$ cat config.mk
export PLATFORM = sky130hd
export DESIGN_NAME = sadc_control
export DESIGN_NICKNAME = d
export VERILOG_FILES = /design/src/sadc_control.v /design/src/sadc_sar_core.v
export VERILOG_INCLUDE_DIRS = /design/src
export SDC_FILE = /design/constraint.sdc
export NUM_CORES = 1
export LEC_CHECK = 0
export BUFFER_PORTS_ARGS = -buffer_cell sky130_fd_sc_hd__buf_2
export CAP_MARGIN = 15
export CORE_UTILIZATION = 60
export CTS_BUF_LIST = sky130_fd_sc_hd__clkbuf_2
export DETAILED_ROUTE_END_ITERATION = 16
export PLACE_DENSITY = 0.87
export SKIP_CTS_REPAIR_TIMING = 1
export SLEW_MARGIN = 20
export SYNTH_ARGS = -nofsm -noshare
export SYNTH_HDL_FRONTEND = slang
export SYNTH_HIERARCHICAL = 1
export SYNTH_SLANG_ARGS = --single-unit
$ cat constraint.sdc
create_clock -name clk -period 9.8 [get_ports clk]
set_input_delay 0.98 -clock clk [delete_from_list [all_inputs] [get_ports clk]]
set_output_delay 0.98 -clock clk [all_outputs]
set_load 0.005 [all_outputs]
$ cat src/sadc_defines.vh
// Register map, field positions, reset values and timing counts
`ifndef SADC_DEFINES_VH
`define SADC_DEFINES_VH

// ==========================================================
// Register byte offsets
`define SADC_OFS_SCR      8'h00
`define SADC_OFS_RESH     8'h04
`define SADC_OFS_RESL     8'h08
`define SADC_OFS_CLK      8'h0C
`define SADC_OFS_PORT_DAT 8'h10
`define SADC_OFS_PORT_DIR 8'h14
`define SADC_OFS_PORT_IN  8'h18

// ==========================================================
// Status/control fields
`define SADC_SCR_CONVERSION_COMPLETE_FLAG     7
`define SADC_SCR_IEN      6
`define SADC_SCR_CONT     5
`define SADC_CH_LSB       0
`define SADC_CH_W         5
`define SADC_SCR_RST      8'h1F

// ==========================================================
// Clock register fields
`define SADC_CLK_DIV_LSB  5
`define SADC_CLK_DIV_W    3
`define SADC_CLK_SRC      4
`define SADC_CLK_MODE_HI  3
`define SADC_CLK_MODE_LO  2
`define SADC_CLK_RST      8'h00

// ==========================================================
// Channel codes and formats
`define SADC_CH_REFH      5'h1D
`define SADC_CH_REFL      5'h1E
`define SADC_CH_OFF       5'h1F
`define SADC_FMT_LEFT     2'h0
`define SADC_FMT_RIGHT    2'h1
`define SADC_FMT_SIGNED   2'h2
`define SADC_FMT_TRUNC    2'h3

// ==========================================================
// Conversion timing in converter clock cycles
`define SADC_CONV_CYCLES  16
`define SADC_CONV_EXTRA   1

`endif

$ cat src/sadc_control.v
// Converter control, result formatting and AHB-Lite register slave
//
// Contract
// - One of eight pins routed by channel select to the converter.
// - Selected pin forced to converter input, port logic overridden.
// - Selected pin ignores port writes and reads back as zero.
// - Unselected pins remain ordinary general-purpose input/output.
// - Ten-bit code, full scale at high reference, zero at low.
// - Conversion starts on control write, lasts 16 or 17 clocks.
// - At end, result stored then flag set or interrupt raised.
// - Continuous mode restarts and overwrites until the bit clears.
// - Completion flag set each conversion, held until data read.
// - Single mode converts once per control write, then idles.
// - Four result formats chosen by two clock register mode bits.
// - Left: eight MSBs high register, two LSBs low register.
// - Low read must follow high read; new results held off.
// - Right: two MSBs high register, eight LSBs low register.
// - Signed: as left justified with result MSB inverted.
// - Truncation: eight MSBs in low register, no interlock.
// - Five-bit select: pins 0-7, high and low references.
// - All-ones select powers down; exit needs one settling cycle.
// - With irq enabled flag reads zero; irq cleared by read/write.
//
// The implementer's own choices: the AHB-Lite slave port and the register offsets.
`timescale 1ns/100ps
`include "sadc_defines.vh"

module sadc_control #(
  parameter RES_W = 10,
  parameter NPIN  = 8
) (
  input  wire            clk,
  input  wire            rst_n,
  input  wire            hsel,
  input  wire [7:0]      haddr,
  input  wire [1:0]      htrans,
  input  wire            hwrite,
  input  wire [2:0]      hsize,
  input  wire [31:0]     hwdata,
  input  wire            hready,
  output reg  [31:0]     hrdata,
  output wire            hreadyout,
  output wire            hresp,
  input  wire            cmp_above,
  output reg  [RES_W-1:0] dac_code,
  output reg  [4:0]      mux_sel,
  output reg             conv_power_on,
  input  wire [NPIN-1:0] pin_in,
  output reg  [NPIN-1:0] pin_out,
  output reg  [NPIN-1:0] pin_oe,
  output reg             conv_irq
);

  // ========================================================
  // Reset release
  reg rst_s1;
  reg rst_s2;

  always @(posedge clk or negedge rst_n)
  begin
    if (!rst_n)
    begin
      rst_s1 <= 1'b0;
      rst_s2 <= 1'b0;
    end
    else
    begin
      rst_s1 <= 1'b1;
      rst_s2 <= rst_s1;
    end
  end

  // ========================================================
  // Pin input filter, change taken once stages two and three agree
  reg [NPIN-1:0] pin_s1;
  reg [NPIN-1:0] pin_s2;
  reg [NPIN-1:0] pin_s3;
  reg [NPIN-1:0] pin_q;

  always @(posedge clk or negedge rst_s2)
  begin
    if (!rst_s2)
    begin
      pin_s1 <= {NPIN{1'b0}};
      pin_s2 <= {NPIN{1'b0}};
      pin_s3 <= {NPIN{1'b0}};
      pin_q  <= {NPIN{1'b0}};
    end
    else
    begin
      pin_s1 <= pin_in;
      pin_s2 <= pin_s1;
      pin_s3 <= pin_s2;
      pin_q  <= (pin_s2 & pin_s3) | (pin_q & (pin_s2 ^ pin_s3));
    end
  end

  // ========================================================
  // Functions
  function sel_is_pin;
    input [4:0] ch;
    begin
      sel_is_pin = (ch[4:3] == 2'b00);
    end
  endfunction

  function [7:0] pin_mask;
    input [4:0] ch;
    begin
      pin_mask = sel_is_pin(ch) ? (8'h01 << ch[2:0]) : 8'h00;
    end
  endfunction

  // ========================================================
  // AHB-Lite slave, zero wait states
  reg        ap_valid;
  reg        ap_write;
  reg [7:0]  ap_addr;

  assign hreadyout = 1'b1;
  assign hresp     = 1'b0;

  always @(posedge clk or negedge rst_s2)
  begin
    if (!rst_s2)
    begin
      ap_valid <= 1'b0;
      ap_write <= 1'b0;
      ap_addr  <= 8'h00;
    end
    else if (hready)
    begin
      ap_valid <= hsel & htrans[1];
      ap_write <= hwrite;
      ap_addr  <= haddr;
    end
  end

  wire rd_phase = hsel & htrans[1] & hready & ~hwrite;
  wire wr_phase = ap_valid & ap_write;
  wire wr_scr   = wr_phase && ap_addr == `SADC_OFS_SCR;
  wire wr_clk   = wr_phase && ap_addr == `SADC_OFS_CLK;
  wire wr_dat   = wr_phase && ap_addr == `SADC_OFS_PORT_DAT;
  wire wr_dir   = wr_phase && ap_addr == `SADC_OFS_PORT_DIR;
  wire rd_resh  = rd_phase && haddr == `SADC_OFS_RESH;
  wire rd_resl  = rd_phase && haddr == `SADC_OFS_RESL;

  // ========================================================
  // Registers
  reg       irq_en;
  reg       cont;
  reg [4:0] chan;
  reg [2:0] clk_div;
  reg       clk_src;
  reg [1:0] fmt;
  reg       conversion_complete_flag;
  reg       locked;
  reg [7:0] res_hi;
  reg [7:0] res_lo;
  reg [7:0] port_dat;
  reg [7:0] port_dir;

  // Converter clock: divide by 2^div, source select picks raw clock
  reg  [7:0] div_cnt;
  wire [7:0] div_top = (8'h01 << clk_div) - 8'h01;
  wire conv_tick = clk_src | (div_cnt == div_top);

  always @(posedge clk or negedge rst_s2)
  begin
    if (!rst_s2)
      div_cnt <= 8'h00;
    else if (div_cnt >= div_top)
      div_cnt <= 8'h00;
    else
      div_cnt <= div_cnt + 8'h01;
  end

  wire             core_busy;
  wire             core_done;
  wire [RES_W-1:0] core_result;
  wire [RES_W-1:0] core_trial;
  reg              start;
  reg              was_off;
  wire             powered = (chan != `SADC_CH_OFF);

  sadc_sar_core #(
    .RES_W (RES_W)
  ) u_core (
    .clk       (clk),
    .rst_n     (rst_s2),
    .conv_tick (conv_tick),
    .start     (start),
    .settle    (was_off),
    .cmp_above (cmp_above),
    .trial     (core_trial),
    .busy      (core_busy),
    .done      (core_done),
    .result    (core_result)
  );

  // Formatted result images
  reg [7:0] fmt_hi;
  reg [7:0] fmt_lo;

  always @*
  begin
    case (fmt)
      `SADC_FMT_LEFT:
      begin
        fmt_hi = core_result[9:2];
        fmt_lo = {core_result[1:0], 6'h00};
      end
      `SADC_FMT_RIGHT:
      begin
        fmt_hi = {6'h00, core_result[9:8]};
        fmt_lo = core_result[7:0];
      end
      `SADC_FMT_SIGNED:
      begin
        fmt_hi = {~core_result[9], core_result[8:2]};
        fmt_lo = {core_result[1:0], 6'h00};
      end
      default:
      begin
        fmt_hi = 8'h00;
        fmt_lo = core_result[9:2];
      end
    endcase
  end

  wire trunc = (fmt == `SADC_FMT_TRUNC);

  always @(posedge clk or negedge rst_s2)
  begin
    if (!rst_s2)
    begin
      irq_en   <= 1'b0;
      cont     <= 1'b0;
      chan     <= 5'h1F;
      clk_div  <= 3'h0;
      clk_src  <= 1'b0;
      fmt      <= 2'h0;
      conversion_complete_flag     <= 1'b0;
      conv_irq <= 1'b0;
      locked   <= 1'b0;
      res_hi   <= 8'h00;
      res_lo   <= 8'h00;
      port_dat <= 8'h00;
      port_dir <= 8'h00;
      start    <= 1'b0;
      was_off  <= 1'b0;
    end
    else
    begin
      start <= 1'b0;
      if (wr_clk)
      begin
        clk_div <= hwdata[`SADC_CLK_DIV_LSB+2:`SADC_CLK_DIV_LSB];
        clk_src <= hwdata[`SADC_CLK_SRC];
        fmt     <= {hwdata[`SADC_CLK_MODE_HI], hwdata[`SADC_CLK_MODE_LO]};
      end
      if (wr_dat)
        port_dat <= hwdata[7:0];
      if (wr_dir)
        port_dir <= hwdata[7:0];
      // Data reads clear the flag; a completion in the same cycle wins
      if (rd_resh || rd_resl)
      begin
        conversion_complete_flag     <= 1'b0;
        conv_irq <= 1'b0;
      end
      if (rd_resl)
        locked <= 1'b0;
      if (wr_scr)
      begin
        irq_en   <= hwdata[`SADC_SCR_IEN];
        cont     <= hwdata[`SADC_SCR_CONT];
        chan     <= hwdata[4:0];
        conv_irq <= 1'b0;
        was_off  <= ~powered;
        // Every control write starts a conversion unless powered down
        start    <= (hwdata[4:0] != `SADC_CH_OFF);
      end
      else if (core_done && cont && powered)
      begin
        start   <= 1'b1;
        was_off <= 1'b0;
      end
      if (core_done && !(locked && !trunc))
      begin
        res_hi <= fmt_hi;
        res_lo <= fmt_lo;
        locked <= ~trunc;
        if (irq_en)
          conv_irq <= 1'b1;
        else
          conversion_complete_flag <= 1'b1;
      end
    end
  end

  // ========================================================
  // Analog mux and shared pin control
  always @*
  begin
    mux_sel       = chan;
    conv_power_on = powered;
    dac_code      = core_trial;
    // Selected pin released to the converter, others stay as port
    pin_oe  = port_dir & ~pin_mask(chan);
    pin_out = port_dat & ~pin_mask(chan);
  end

  // ========================================================
  // Read data, registered for the data phase
  wire [7:0] scr_rd = {conversion_complete_flag & ~irq_en, irq_en, cont, chan};

  always @(posedge clk or negedge rst_s2)
  begin
    if (!rst_s2)
      hrdata <= 32'h0000_0000;
    else if (rd_phase)
    begin
      case (haddr)
        `SADC_OFS_SCR:      hrdata <= {24'h000000, scr_rd};
        `SADC_OFS_RESH:     hrdata <= {24'h000000, res_hi};
        `SADC_OFS_RESL:     hrdata <= {24'h000000, res_lo};
        `SADC_OFS_CLK:      hrdata <= {24'h000000, clk_div, clk_src,
                                       fmt, 2'h0};
        `SADC_OFS_PORT_DAT: hrdata <= {24'h000000, port_dat};
        `SADC_OFS_PORT_DIR: hrdata <= {24'h000000, port_dir};
        // Pin in use by the converter reads zero
        `SADC_OFS_PORT_IN:  hrdata <= {24'h000000,
                                       pin_q & ~pin_mask(chan)};
        default:            hrdata <= 32'h0000_0000;
      endcase
    end
  end

endmodule // sadc_control

$ cat src/sadc_sar_core.v
// Successive-approximation sequencer with conversion timing
`timescale 1ns/100ps
`include "sadc_defines.vh"

module sadc_sar_core #(
  parameter RES_W = 10
) (
  input  wire             clk,
  input  wire             rst_n,
  input  wire             conv_tick,
  input  wire             start,
  input  wire             settle,
  input  wire             cmp_above,
  output reg  [RES_W-1:0] trial,
  output reg              busy,
  output reg              done,
  output reg  [RES_W-1:0] result
);

  // ========================================================
  // Sequencer
  localparam integer LAST_I  = `SADC_CONV_CYCLES - 1;
  localparam [4:0]   LAST_CYC = LAST_I[4:0];
  reg [4:0]       cyc;
  reg [RES_W-1:0] bit_sel;
  reg             extra;

  always @(posedge clk or negedge rst_n)
  begin
    if (!rst_n)
    begin
      cyc     <= 5'h00;
      bit_sel <= {RES_W{1'b0}};
      trial   <= {RES_W{1'b0}};
      busy    <= 1'b0;
      done    <= 1'b0;
      extra   <= 1'b0;
      result  <= {RES_W{1'b0}};
    end
    else
    begin
      done <= 1'b0;
      if (start)
      begin
        // Restart drops any partial result
        busy    <= 1'b1;
        cyc     <= 5'h00;
        extra   <= settle;
        bit_sel <= {1'b1, {(RES_W-1){1'b0}}};
        trial   <= {1'b1, {(RES_W-1){1'b0}}};
      end
      else if (busy && conv_tick)
      begin
        // Binary search runs in the first bit cycles, rest is sampling
        if (bit_sel != {RES_W{1'b0}} && !extra)
        begin
          if (!cmp_above)
            trial <= trial & ~bit_sel;
          bit_sel <= bit_sel >> 1;
          if (bit_sel[0] == 1'b0)
            trial <= (cmp_above ? trial : (trial & ~bit_sel))
                     | (bit_sel >> 1);
        end
        if (extra)
          extra <= 1'b0;
        else if (cyc == LAST_CYC)
        begin
          busy   <= 1'b0;
          done   <= 1'b1;
          result <= trial;
        end
        else
          cyc <= cyc + 5'h01;
      end
    end
  end

endmodule // sadc_sar_core

==> results.md, run 1 <==
- Yosys top cell area share: 0.512
- Number of global-route vias before repair: ~4700
- Initial antenna violation count: 0
- Clock net sink count: 148
- Global-route wire length before repair: 23400 um
- Minimum setup slack after placement: 6780 ps
- Min cycle time layout: 3550 ps
- Req. time, crit path: about 8800 ps
- Clock transition at path regs: 220 ps
- Inst Count DP: around 800
- Final Hold Violating Endpoints: 0
- Number of synthesized flops with an enable pin: 0
- Area leader, netlist: dfrtp_1
- Part of the power in registers: 0.589
- Post-synth top flop: dfrtp_1
- Min-delay worst type: reg2async
- Multi-input logic area: 3000 um^2
- Fill cells: 835
- Max-Cap Viols: 0
- Final wirelength: ~14000 um
- DR vias: 4973
- # setup viols final: 0
- Synthesized area: 7000 um^2
- Netlist cell types: 71
- Leak: approximately 3.6 nW
- Final GP Congestion: 0.877
- Final Core Density: 0.667
- ANT cells: 0
- Fmax achieved: 282 MHz
- Design area: 7580 um^2
- Die Span Y: 110 um
- Switching power: 0.357 mW
- RSZ-0062 raised after global routing: no
- Root Driver: clkbuf_2
- Total gr overflow: 0
- Port Buffers: 71
- Total internal power: about 0.86 mW
- Effective utilization at floorplan: 0.615
- # DRC: 0
- Insertion delay to the later sink of the worst-skew pair: approximately 700 ps
- Maximum VDD drop: 0.120 mV
- Number of synthesized register bits: 148
- CTS H-tree depth: 4
- Placed cell area: 7320 um^2
- Status: finished clean
- Detailed Route Iter0 Violations: 351
- WHS: 234 ps
- Final TNS setup: 0 ps
- Biggest regs: u_core/bit_sel: 10 flops, u_core/result: 10 flops, u_core/trial: 10 flops
- Die width: 110 um
- Period utilization: 0.362
- Seq/Total Area, Yosys: 0.530
- Hpwl dp: 10400 um
- Ys Warns: 6
- Post-synth top cells: 143 x dfrtp_1, 76 x nand2_1, 38 x mux2_2, 28 x buf_4, 23 x o21ai_0
- Pwr Density: approximately 160 nW/um^2
- Sw frac: 0.294
- Combinational group share of total power: 0.140
- CTS tree: built
- Routed WL per cell: around 17 um
- Top cells by area, synth: dfrtp_1 51%, mux2_2 6.1%, nand2_1 4.1%
- Post-route setup slack: 6250 ps
- Post-route ant nets: 0
- Clock skew: 31.3 ps
- Register area: 3710 um^2
- Critical path class: reg2out
- Global Route Usage Sum: 0.261
- Final non-filler cell total: 837
- Synth Instances: 615
- Slew Limit Fails: 0
- CTS max path bufs: 2
- Core area: 11400 um^2
- First-pass DRT Iterations: 5
- Count leader, synth: dfrtp_1
- FFs w/ async S/R, synth: 1.00
- Synth Area per Inst: 11.4 um^2
- CTS Buf Count: 17
- Num ports: 126
- Via-per-instance ratio: 5.94
- Row count: 39
- Nets: 759
- Area growth syn-to-layout: 8.42%
- Critical path arrival: 2570 ps
- Relative slew slack: 0.418
- Clock share of power: 0.271
- Layout cell share with drive strength beyond 1: 0.255
- Design Power: 1.22 mW
- Worst Max-Slew Pin Slew: 870 ps
- Crit start category: register
- Endpoint type of the worst setup path: primary output
- Largest net degree at the start of global routing: between 80 and 90
- Die area: around 12000 um^2
- CP Max Fanout: 7
-- routing by layer --
metal  vias to the layer above  wire, um  share of wire  track usage
met5                         -         0              0            0
met1                      2453      6240           0.43        0.359
met3                        21      1080          0.075       0.0717
li1                       2272         -              -            -
met2                       227      6930           0.48        0.393
met4                         0       249          0.017        0.109
-- cells in the final DEF (no fill, tap or decap), types with 7 or more instances in the layout --
master    Yosys  layout
a221o_1       8       8
and3_1        7       7
mux2_2       38      38
a21o_1       11      11
mux2i_1       8       8
nor3_1       11      11
conb_1        2      28
nor2_1       17      17
a32o_1        9       9
ha_1         19      19
nand3_1      12      12
mux2_4        9       9
nand2b_1      9       9
nor2b_1      15      15
nand2_1      76      76
dfrtp_1     143     142
buf_2         3      71
o21ai_0      23      23
clkbuf_2      1      18
inv_1        14      14
a21oi_1      20      20
and2_1       15      15
-- power by group through the flow --
stage	Sequential [mW]	Combinational [mW]	Clock [mW]
finish	0.715	0.170	0.330
global route	0.723	0.194	0.366
CTS	0.719	0.165	0.339
detailed placement	0.731	0.164	0
global placement	0.726	0.154	0
floorplan	0.717	0.125	0
-- worst max-delay path, cell delays in order, from the launching register on --
cell	delay, ps
dfstp_2	650
nor2b_1	440
nor3b_1	570
nor2b_1	90
buf_2	150
-- final cells by class --
cell class                 count  area share
clock buffer                  18      0.0119
clock inverter                14      0.0178
inverter                      16     0.00792
multi-input combinational    423       0.395
sequential                   148       0.490
tap                          143      0.0236
timing repair buffer          75      0.0538
-- final timing paths --
check | slack, ps | cells past startpoint | to | startpoint
setup / recovery | 6250 | 4 | pin_oe[7] | mux_sel[2]
hold / removal | 230 | 0 | port_dat[3] | rst_s2
setup reg to reg | 6890 | 6 | u_core/result[9] | clk_div[2]
hold reg to reg | 230 | 0 | port_dat[3] | rst_s2
max in group asynchronous | 8120 | 2 | pin_q[5] | rst_s2
min in group clk | 340 | 0 | rst_s2 | rst_s1
-- kinds of logic (layout without fill, tap and decap cells) --
| family | Yosys count | after routing | synth area share |
|---|---|---|---|
| flops | 148 | 148 | 0.530 |
| simple gates | 196 | 196 | 0.154 |
| compound gates | 116 | 116 | 0.120 |
| other cells | 2 | 28 | 0.00107 |
| buf+inv | 70 | 123 | 0.0554 |
| xor+xnor | 8 | 8 | 0.0100 |
| mux | 56 | 56 | 0.0952 |
| fa+ha+maj | 19 | 19 | 0.0340 |
No activity file was read; power rests on OpenSTA's default activity.
==> run 2: changes to the inputs <==
Settings changed: CORE_UTILIZATION 60 to 52, PLACE_DENSITY 0.87 to 0.8.
Clock period 9.8 ns to 2.99 ns, I/O delays scaled along.
==> run 2 against run 1 <==
Against the previous run:
- cell count rose by 8.7%
- wire length grew 7.9%
- global-route usage is 3.0 points lower
- sequential share of layout area fell by 2.9 points
- non-clock buffer count grew 39
- critical path depth did not move
- register-to-register slack got worse by 6400 ps
- via count up 4.1%
- total power rose to 3.5 times the previous value
- clock-buffer cell count grew 2
- die area up 15%
- clock skew grew 2.4 ps
- highest routed layer unchanged
==> results.md, run 2 (synthesis gave the netlist of run 1 again) <==
- Effective utilization at floorplan: 0.530
- Final wirelength: 15600 um
- Nets: 798
- Maximum VDD drop: 0.331 mV
- First-pass DRT Iterations: 8
- CTS Buf Count: 17
- Hpwl dp: 11100 um
- Detailed Route Iter0 Violations: roughly 410
- Routed WL per cell: approximately 17 um
- Min-delay worst type: in2reg
- Design area: around 8100 um^2
- Endpoint type of the worst setup path: primary output
- Via-per-instance ratio: 5.69
- Pwr Density: 529 nW/um^2
- # DRC: 0
- Die width: 118 um
- CP Max Fanout: 7
- Insertion delay to the later sink of the worst-skew pair: 730 ps
- Clock skew: 33.7 ps
- Status: finished clean
- Fill cells: between 1000 and 1500
- Critical path class: reg2out
- CTS tree: built
- Final Hold Violating Endpoints: 0
- Final GP Congestion: 0.883
- Largest net degree at the start of global routing: 49
- Port Buffers: 71
- CP max stage cell: dfstp_2
- Post-route ant nets: 0
- Min cycle time layout: 2780 ps
- Crit-path max cell delay: 660 ps
- Max-Cap Viols: 0
- Leak: 3.80 nW
- Layout cell share with drive strength beyond 1: 0.250
- Crit path max-delay family: simple AND/OR/NAND/NOR gates
- Num ports: 126
- Core area: around 13000 um^2
- Worst Max-Slew Pin Slew: 991 ps
- Slew Limit Fails: 0
- Most common cell after layout, fill and taps aside: dfrtp_1
- Biggest regs: u_core/bit_sel: 10 flops, u_core/result: 10 flops, u_core/trial: 10 flops
- Critical path arrival: 2480 ps
- Initial antenna violation count: 1
- Final TNS setup: 0 ps
- CTS H-tree depth: 4
- Design Power: 4.26 mW
- Area growth syn-to-layout: 15.3%
- Clock net sink count: 148
- Register area: about 3700 um^2
- Global Route Usage Sum: 0.231
- Clock transition at path regs: 190 ps
- Placed cell area: 7420 um^2
- Multi-input logic area: roughly 3000 um^2
- Crit start category: register
- Worst path bufs/invs: 1
- DR vias: 5176
- Number of global-route vias before repair: around 4900
- Relative slew slack: 0.333
- CTS max path bufs: 2
- Global-route wire length before repair: 24900 um
- Critical Path Most Common Cell: nor2b_1
- Period utilization: 0.931
- Most frequent cells in the layout: 142 x dfrtp_1, 76 x nand2_1, 71 x buf_2
- Die area: 13900 um^2
- Row count: 42
- RSZ-0062 raised after global routing: no
- Fmax achieved: 359 MHz
- Req. time, crit path: ~2700 ps
- CP Cell Sequence: nor2b_1 -> nor3b_2 -> nor2b_1 -> buf_2
- # setup viols final: 0
- Total gr overflow: 0
- Root Driver: clkbuf_2
- Die Span Y: 118 um
[run 2: final timing paths]
| kind | startpoint | to | slack, ps | cells after the start |
|---|---|---|---|---|
| max | mux_sel[2] | pin_oe[7] | 210 | 4 |
| min in group asynchronous | rst_s2 | pin_q[3] | 350 | 0 |
| max reg2reg | clk_div[2] | u_core/result[9] | 450 | 6 |
| min | haddr[4] | ap_addr[4] | 100 | 2 |
| min reg2reg | rst_s2 | pin_q[3] | 350 | 0 |
| max in group asynchronous | rst_s2 | pin_q[5] | 1720 | 1 |
[run 2: cell type report]
type,count,share of cell area
Timing Repair Buffer,114,0.0965
Clock buffer,20,0.0124
Tap cell,176,0.0273
Sequential cell,148,0.460
Antenna cell,1,0.000310
Clock inverter,12,0.0231
Multi-Input combinational cell,423,0.372
Inverter,16,0.00745
[run 2: per-layer routing]
metal / global-route usage / part of all wire / vias to the layer above / wire, um
li1: - / - / 2352 / -
met1: 0.302 / 0.42 / 2601 / 6580
met2: 0.367 / 0.50 / 191 / 7780
met3: 0.0562 / 0.058 / 32 / 901
met4: 0.104 / 0.025 / 0 / 386
met5: 0 / 0 / - / 0
[run 2: stage by stage]
step	utilization	hold slack (ps)	instances	setup slack, ps
floorplan	-	3.41	641	540
global placement	0.563	83.8	842	538
detailed placement	0.563	86.1	842	500
CTS	0.584	-769	874	-16.1
global route	0.611	21.9	910	55.6
finish	0.611	97.8	910	207
[run 2: report_power, final]
| part | leakage [nW] | switching [mW] | internal (mW) |
|---|---|---|---|
| sequential | 1.89 | 0.185 | 2.17 |
| clock | 0.167 | 0.675 | 0.632 |
| combinational | 1.74 | 0.298 | 0.300 |
